[src/core/edge_capture_pkg.sv]
// Constants for the edge-triggered capture module
package edge_capture_pkg;
  localparam int COUNT_WIDTH = 16;
  localparam int BYTE_WIDTH = 8;
  localparam logic [15:0] CAPTURE_RESET = 16'h0000;
  localparam logic FLAG_RESET = 1'b0;
  localparam logic [1:0] SYNC_RESET = 2'b00;
  localparam int SYNC_STAGES = 2;
endpackage

[src/core/pin_sync.sv]
// Two-stage synchroniser with edge detection for one pin
`timescale 1ns/1ps
module pin_sync
  import edge_capture_pkg::*;
(
  input wire logic core_clk,
  input wire logic rst_n,
  input wire logic pin_async,
  output logic pin_level,
  output logic pin_rise,
  output logic pin_fall
);
  logic stage1;
  logic stage2;
  logic stage3;

  // Stage1 feeds only stage2 to keep metastability contained
  always_ff @(posedge core_clk) begin
    if (!rst_n) begin
      stage1 <= SYNC_RESET[0];
      stage2 <= SYNC_RESET[0];
      stage3 <= SYNC_RESET[0];
    end else begin
      stage1 <= pin_async;
      stage2 <= stage1;
      stage3 <= stage2;
    end
  end

  assign pin_level = stage2;
  assign pin_rise = stage2 & ~stage3;
  assign pin_fall = ~stage2 & stage3;
endmodule // pin_sync

[src/core/edge_capture_module.sv]
// Edge-triggered capture module of the counter array
//
// Operation
// - Valid pin edge copies counter into capture
// - Two select bits choose rising, falling, both
// - Each capture sets the capture flag
// - Set flag with enable raises interrupt request
// - Flag stays set until software clears it
// - Pin level stays readable when both selected
`timescale 1ns/1ps
module edge_capture_module
  import edge_capture_pkg::*;
(
  input wire logic core_clk,
  input wire logic rst_n,
  input wire logic capture_input_pin,
  input wire logic [COUNT_WIDTH-1:0] counter_value,
  input wire logic rise_edge_select,
  input wire logic fall_edge_select,
  input wire logic flag_int_enable,
  input wire logic flag_clear,
  output logic [BYTE_WIDTH-1:0] capture_value_low,
  output logic [BYTE_WIDTH-1:0] capture_value_high,
  output logic capture_compare_flag,
  output logic interrupt_request,
  output logic port_pin_level
);
  logic pin_level;
  logic pin_rise;
  logic pin_fall;
  logic [COUNT_WIDTH-1:0] capture_reg;
  logic next_flag;
  wire capture_event;

  pin_sync u_sync (
    .core_clk(core_clk),
    .rst_n(rst_n),
    .pin_async(capture_input_pin),
    .pin_level(pin_level),
    .pin_rise(pin_rise),
    .pin_fall(pin_fall)
  );

  assign capture_event = (rise_edge_select & pin_rise) | (fall_edge_select & pin_fall);

  always_ff @(posedge core_clk) begin
    if (!rst_n) begin
      capture_reg <= CAPTURE_RESET;
    end else if (capture_event) begin
      capture_reg <= counter_value;
    end
  end

  // Set beats clear so a capture in the clearing cycle is not lost
  assign next_flag = capture_event | (capture_compare_flag & ~flag_clear);

  always_ff @(posedge core_clk) begin
    if (!rst_n) begin
      capture_compare_flag <= FLAG_RESET;
    end else begin
      capture_compare_flag <= next_flag;
    end
  end

  assign capture_value_low = capture_reg[BYTE_WIDTH-1:0];
  assign capture_value_high = capture_reg[COUNT_WIDTH-1:BYTE_WIDTH];
  assign interrupt_request = capture_compare_flag & flag_int_enable;
  // Always visible, so software can tell the edge in either-edge mode
  assign port_pin_level = pin_level;
endmodule // edge_capture_module

[config.mk]
export PLATFORM = sky130hd
export DESIGN_NAME = edge_capture_module
export DESIGN_NICKNAME = d
export VERILOG_FILES = /design/src/core/edge_capture_pkg.sv /design/src/core/pin_sync.sv /design/src/core/edge_capture_module.sv
export SDC_FILE = /design/constraint.sdc
export NUM_CORES = 1
export LEC_CHECK = 0
export BUFFER_PORTS_ARGS = -buffer_cell sky130_fd_sc_hd__buf_2
export CORE_MARGIN = 2
export CORE_UTILIZATION = 38
export CTS_CLUSTER_DIAMETER = 150
export DETAILED_ROUTE_END_ITERATION = 8
export PLACE_DENSITY = 0.73
export SYNTH_ARGS = -nofsm -noshare
export SYNTH_HDL_FRONTEND = slang
export SYNTH_SLANG_ARGS = --single-unit
export TNS_END_PERCENT = 100
[constraint.sdc]
create_clock -name core_clk -period 1 [get_ports core_clk]
set_input_delay 0.2 -clock core_clk [delete_from_list [all_inputs] [get_ports core_clk]]
set_output_delay 0.2 -clock core_clk [all_outputs]
set_load 0.02 [all_outputs]
==> metrics, run 1 <==
Worst-Skew Late Latency 290 ps; Reg clk slew, reported paths 110 ps; status complete, but fails checks; Layout Nets 152; max-cap violation count 0; Startpoint Class register; initial antenna violation count 0; unrepaired setup endpoints after global routing yes; Fillers 181; switching fraction of total power 0.235; worst hold path type in -> reg; vias in the first global route 603; kind of critical path reg -> out; initial DRC count 3; Reg power frac 0.555; Power Dens Cells 1260 nW/um^2; CP arrival 890 ps; launching point of the worst reg2reg path u_sync.pin_level; reg2reg path depth 4; post-synthesis cell area 783 sq um; Synth Instances 83; Ys Warns 0; Logic pwr share 0.141; largest net degree at the start of global routing 37; sequential cell area fraction in the yosys report 0.511; Syn Nets 106; share of cells above drive strength 1 0.555; Hold Vio Cnt, Final 0; average size of a mapped cell 9.44 sq um; Slew @ Worst Pin 520 ps; Worst slew margin 0.654; highest clock rate 921 MHz; # DRC 0; DP HPWL 1130 um; Die Ht 49.4 um; Worst Setup End Kind output port; mux contribution to synthesized area 0.204; global-route wire length before repair 2420 um; CP max stage cell dfxtp_2; NetSw 0.356 mW; cts bufs inserted 3; Final Wtd Congestion 0.566; Area contributors post-synth dfxtp_1 (51%), mux2i_1 (20%), nand2_1 (16%); WL/cell 10.7 um; Clock Skew 1.63 ps; number of clock sinks 20; core footprint 1960 sq um; Yosys reg bits 20; Synth top area share 0.511; Die X 49.4 um; Via-to-Cell Ratio 4.43; Max Slew Vio Count 0; Post-DRT Antenna Nets 0; critical path peak fanout 3; simple-gate share of the synthesized area 0.203; num ports 42; first-pass iteration count of the detailed router 2; hold endpoint u_sync.stage1; port bufs 41; P_int 1.16 mW; Clock Power Share 0.304; reg-to-reg endpoint capture_reg[13]; root buf cell clkbuf_4; final setup vio count 16; WP data required 800 ps; Layout Area Growth over Synthesis 53.8%; Worst path max stage delay 340 ps; Overall Power 1.52 mW; H-Tree Depth 1; flop-to-flop setup slack -70 ps; CTS tree yes; WL final 1660 um; TNS Setup -475 ps; Worst VDD drop 729 uV; Max clock buf depth 2; Largest register FFs 16; Post-Synth Adder-Cell Area 0; Synth Area in XOR/XNOR 0; Synth cell types 11; Starting Density 0.399; die area 2440 sq um; Lkg Pwr 0.641 nW; Synth Area in Compound Gates 0.0208; n_diodes 0; largest family of logic cells by synthesized area multiplexers; critical path cell sequence and2_4 > buf_6; post-route setup slack -86.3 ps; Vias 687; total gr overflow 0; most frequent cells in the layout nand2_1 (33), buf_2 (22), buf_6 (19); violated checks negative setup slack; HP Start capture_input_pin; Tot GR Track Use 0.129; hold buffers post-CTS 0; Tcrit/Tclk final 1.09; hold path cells 2; leading area contributor after synthesis dfxtp_1; Std-Cell Rows 16; post-layout min period 1090 ps; most common cell after layout, fill and taps aside nand2_1
cell families (layout without fill, tap and decap cells):
kind of cell,count (synthesis),after routing
buffers and inverters,6,51
muxes,16,16
AOI/OAI and AO/OA,2,2
and+or+nand+nor,39,39
DFF,20,20
per-stage QoR:
step	worst slack [ps]	hold slack [ps]	cells	utilization	cell area, sq um
6_report	-86.3	99.7	155	0.614	1200
4_1_cts	-97.9	91.7	152	0.566	1110
3_3_place_gp	24.2	406	147	0.506	993
2_1_floorplan	-78.6	327	83	-	787
5_1_grt	-132	84.1	155	0.614	1200
3_5_place_dp	-12.0	411	147	0.506	993
worst max path at each step:
stage,from,depth (start not counted),end
final,capture_compare_flag,2,interrupt_request
after global routing,capture_compare_flag,2,interrupt_request
after CTS,capture_compare_flag,2,interrupt_request
after detailed placement,u_sync.stage3,4,capture_reg[13]
after global placement,u_sync.stage3,4,capture_reg[10]
after floorplan,u_sync.pin_level,5,capture_reg[0]
worst max-delay path, delay by kind of cell (launching register included):
family / cells / cell delay (ps)
flip-flops: 1 / 340
AND/OR/NAND/NOR: 1 / 130
buffers and inverters: 1 / 120
power groups by stage:
stage | Clock (mW) | Combinational (mW) | Sequential, mW
after floorplan | 0 | 0.0834 | 0.880
after global placement | 0 | 0.174 | 0.850
after detailed placement | 0 | 0.178 | 0.851
after CTS | 0.480 | 0.199 | 0.836
after global routing | 0.523 | 0.233 | 0.846
final | 0.461 | 0.214 | 0.842
cells in the mapped netlist:
| master | instances |
|---|---|
| nand2b_1 | 1 |
| a21boi_1 | 1 |
| nand2_1 | 34 |
| buf_6 | 1 |
| clkbuf_1 | 3 |
| buf_2 | 1 |
| buf_12 | 1 |
| and2_1 | 4 |
| dfxtp_1 | 20 |
| mux2i_1 | 16 |
| o22a_1 | 1 |
area by class of cell:
cell class	instances	area (sq um)	area share
clock buffer	4	36.3	0.0301
tap	27	33.8	0.0280
timing repair buffer	47	369	0.306
multi-input combinational	57	340	0.282
sequential	20	425	0.353
layer usage:
layer	vias up	global-route usage	wire length, um
li1	356	-	-
met1	309	0.147	682
met2	20	0.218	891
met3	2	0.0307	74
met4	0	0.0741	12
met5	-	0	0
repair_timing:
action / 4_1_cts / 5_1_grt
setup buffers: 0 / 3
gates cloned: 1 / 0
endpoints found under the setup margin: 35 / 36
resized for setup: 32 / 26
Note: power is estimated with default switching activity, not from simulation.
==> inputs of run 2 (changes only) <==
- SYNTH_HIERARCHICAL: not set -> 1
==> metrics, run 2 <==
cts bufs inserted 3 (unchanged); global-route wire length before repair 2450 um (+1.4%); Yosys reg bits 20 (unchanged); WL/cell 10.5 um (-1.7%); flop-to-flop setup slack -140 ps (-70 ps); first-pass iteration count of the detailed router 4 (+2); max-cap violation count 0 (unchanged); Layout Nets 155 (+2.0%); share of cells above drive strength 1 0.580 (+0.0255); fin cells 158 (+1.9%); DP HPWL 1140 um (+1.5%); violated checks negative setup slack; # DRC 0 (unchanged); Async SR Flop Fraction 0 (unchanged); num ports 42 (unchanged); Ys Warns 6 (+6); final core utilization 0.643 (+0.0287); Fillers 168 (-7.2%); status complete, but fails checks; root buf cell clkbuf_4; Largest register FFs 16 (unchanged); Final Wtd Congestion 0.661 (+17%); Post-DRT Antenna Nets 0 (unchanged); WP data required 1220 ps (+420 ps); HP Start capture_input_pin; Syn Nets 106 (unchanged); Power Dens Cells 1280 nW/um^2 (+1.8%); Worst Setup End Kind register; worst hold path type in -> reg; critical path cell sequence nor2b_4 > a22oi_2 > buf_6 > mux2i_1; Slew @ Worst Pin 208 ps (-312 ps); launching point of the worst reg2reg path u_sync/pin_level; Worst VDD drop 745 uV (+2.2%); Layout Area Growth over Synthesis 58.5%; total gr overflow 0 (unchanged); leading area contributor after synthesis dfxtp_1; Synth top area share 0.503 (-0.00804); Clock Skew 9.62 ps (+7.99 ps); pre-CTS WS -169 ps (-157 ps); post-synthesis cell area 796 sq um (+1.6%); post-route setup slack -136 ps (-49.2 ps); Synth Instances 83 (unchanged); port bufs 41 (unchanged); Starting Density 0.406 (+0.00638); Main synth FF type dfxtp_1; number of flops mapped to enable cells by yosys 0 (unchanged); kind of critical path reg -> reg; H-Tree Depth 1 (unchanged); number of clock sinks 20 (unchanged); Synth cell types 11 (unchanged); top post-synthesis cells by count nand2_1 (32), dfxtp_1 (20), mux2i_1 (16); Worst slew margin 0.862 (+0.208); Logic pwr share 0.143 (+0.002); Std-Cell Rows 16 (unchanged); Worst-Skew Late Latency 290 ps (about the same); hold endpoint u_sync/stage1; Die Ht 49.8 um (+0.73%); unrepaired setup endpoints after global routing yes; count leader, synth nand2_1; WL final 1670 um (+0.24%); die area 2480 sq um (+1.5%); CTS tree yes; crit path from u_sync/pin_level; Tot GR Track Use 0.128 (-0.00131); Lkg Pwr 0.673 nW (+4.9%); Clock Power Share 0.336 (+0.032); reg-to-reg endpoint capture_reg[1]; Placement Cell Area 1040 sq um (+4.4%); critical path peak fanout 9 (+6); vias in the first global route 602 (-0.17%); Reg clk slew, reported paths 120 ps (about the same); highest clock rate 881 MHz (-4.3%); CP arrival 1350 ps (+460 ps); Hold Vio Cnt, Final 0 (unchanged); average size of a mapped cell 9.59 sq um (+1.6%); Hold Slack 115 ps (+15.2 ps); Via-to-Cell Ratio 4.39 (-1.0%); Placed Cells 149 (+1.4%); core footprint 1960 sq um (unchanged); reg2reg path depth 4 (unchanged); Reg power frac 0.521 (-0.034); CP max stage cell dfxtp_4; initial DRC count 6 (+3); Startpoint Class register; switching fraction of total power 0.223 (-0.0118); NetSw 0.360 mW (+1.2%); hold buffers post-CTS 0 (unchanged); Tcrit/Tclk final 1.14 (+0.0492); sequential cell area fraction in the yosys report 0.503 (-0.00804); largest net degree at the start of global routing 37 (unchanged); P_int 1.26 mW (+8.2%); Die X 49.8 um (+0.73%); Worst path max stage delay 370 ps (+30 ps); most common cell after layout, fill and taps aside nand2_1; n_diodes 0 (unchanged); Area contributors post-synth dfxtp_1 (50%), mux2i_1 (20%), nand2_1 (15%); design area 1260 sq um (+4.7%); Max Slew Vio Count 0 (unchanged); most frequent cells in the layout nand2_1 (32), buf_2 (22), dfxtp_2 (17); hold path cells 2 (unchanged); Vias 693 (+0.87%); post-layout min period 1140 ps (+49.2 ps); final setup vio count 20 (+4); Max clock buf depth 2 (unchanged); initial antenna violation count 0 (unchanged)
==> run 2: cell count changes in the layout (fill, tap and decap cells not counted), sizes merged <==
cell   previous run  this run
buf              47        50
nand2            34        32
nor2b             0         2
a22oi             0         1
o22a              1         0
==> run 2: power groups by stage <==
stage                     logic [mW]  registers (mW)  clock network (mW)
after floorplan               0.0871           0.881                   0
after global placement         0.190           0.851                   0
after detailed placement       0.194           0.852                   0
after CTS                      0.220           0.836               0.560
after global routing           0.251           0.845               0.591
final                          0.231           0.841               0.543
==> run 2: cells by family (layout without fill, tap and decap cells) <==
| kind of cell | count (synthesis) | after routing | share of synthesized area |
|---|---|---|---|
| DFF | 20 | 20 | 0.503 |
| AOI/OAI and AO/OA | 2 | 2 | 0.0252 |
| and+or+nand+nor | 39 | 39 | 0.206 |
| buffers and inverters | 6 | 54 | 0.0645 |
| muxes | 16 | 16 | 0.201 |
==> run 2: worst max-delay path by stage <==
| stage | end | slack [ps] | depth (start not counted) |
|---|---|---|---|
| floorplan | capture_reg[0] | -130 | 5 |
| global placement | capture_reg[15] | -80 | 4 |
| detailed placement | capture_reg[1] | -170 | 4 |
| CTS | capture_reg[1] | -150 | 4 |
| global route | capture_reg[4] | -180 | 4 |
| finish | capture_reg[1] | -140 | 4 |
==> run 2: cell type report <==
cell class / instances / area (sq um) / area share
flip-flops and latches: 20 / 425 / 0.337
repair buffers: 50 / 393 / 0.312
multi-input cells: 57 / 362 / 0.287
clock buffers: 4 / 47.5 / 0.0377
well taps: 27 / 33.8 / 0.0268
==> run 2: repair_timing <==
action                                  CTS  global route
pin swaps                                 1             0
setup buffers                             3             2
gates resized for setup                  30            26
endpoints found under the setup margin   34            36
==> run 2: critical path: cells and delay by family, from the launching register on <==
family	cells	cell delay, ps
flops	1	370
mux	1	220
buf+inv	1	190
compound gates	1	170
simple gates	1	120
==> run 2: per-stage QoR <==
| stage | setup TNS [ps] | power [mW] |
|---|---|---|
| 2_1_floorplan | -1230 | 0.968 |
| 3_3_place_gp | -1280 | 1.04 |
| 3_5_place_dp | -2070 | 1.05 |
| 4_1_cts | -2100 | 1.62 |
| 5_1_grt | -2710 | 1.69 |
| 6_report | -1840 | 1.62 |
==> run 2: metal layers <==
metal	up-vias	GRT usage	routed length [um]
met1	313	0.136	695
met4	0	0.0556	27
li1	359	-	-
met2	19	0.242	868
met5	-	0	0
met3	2	0.0212	74
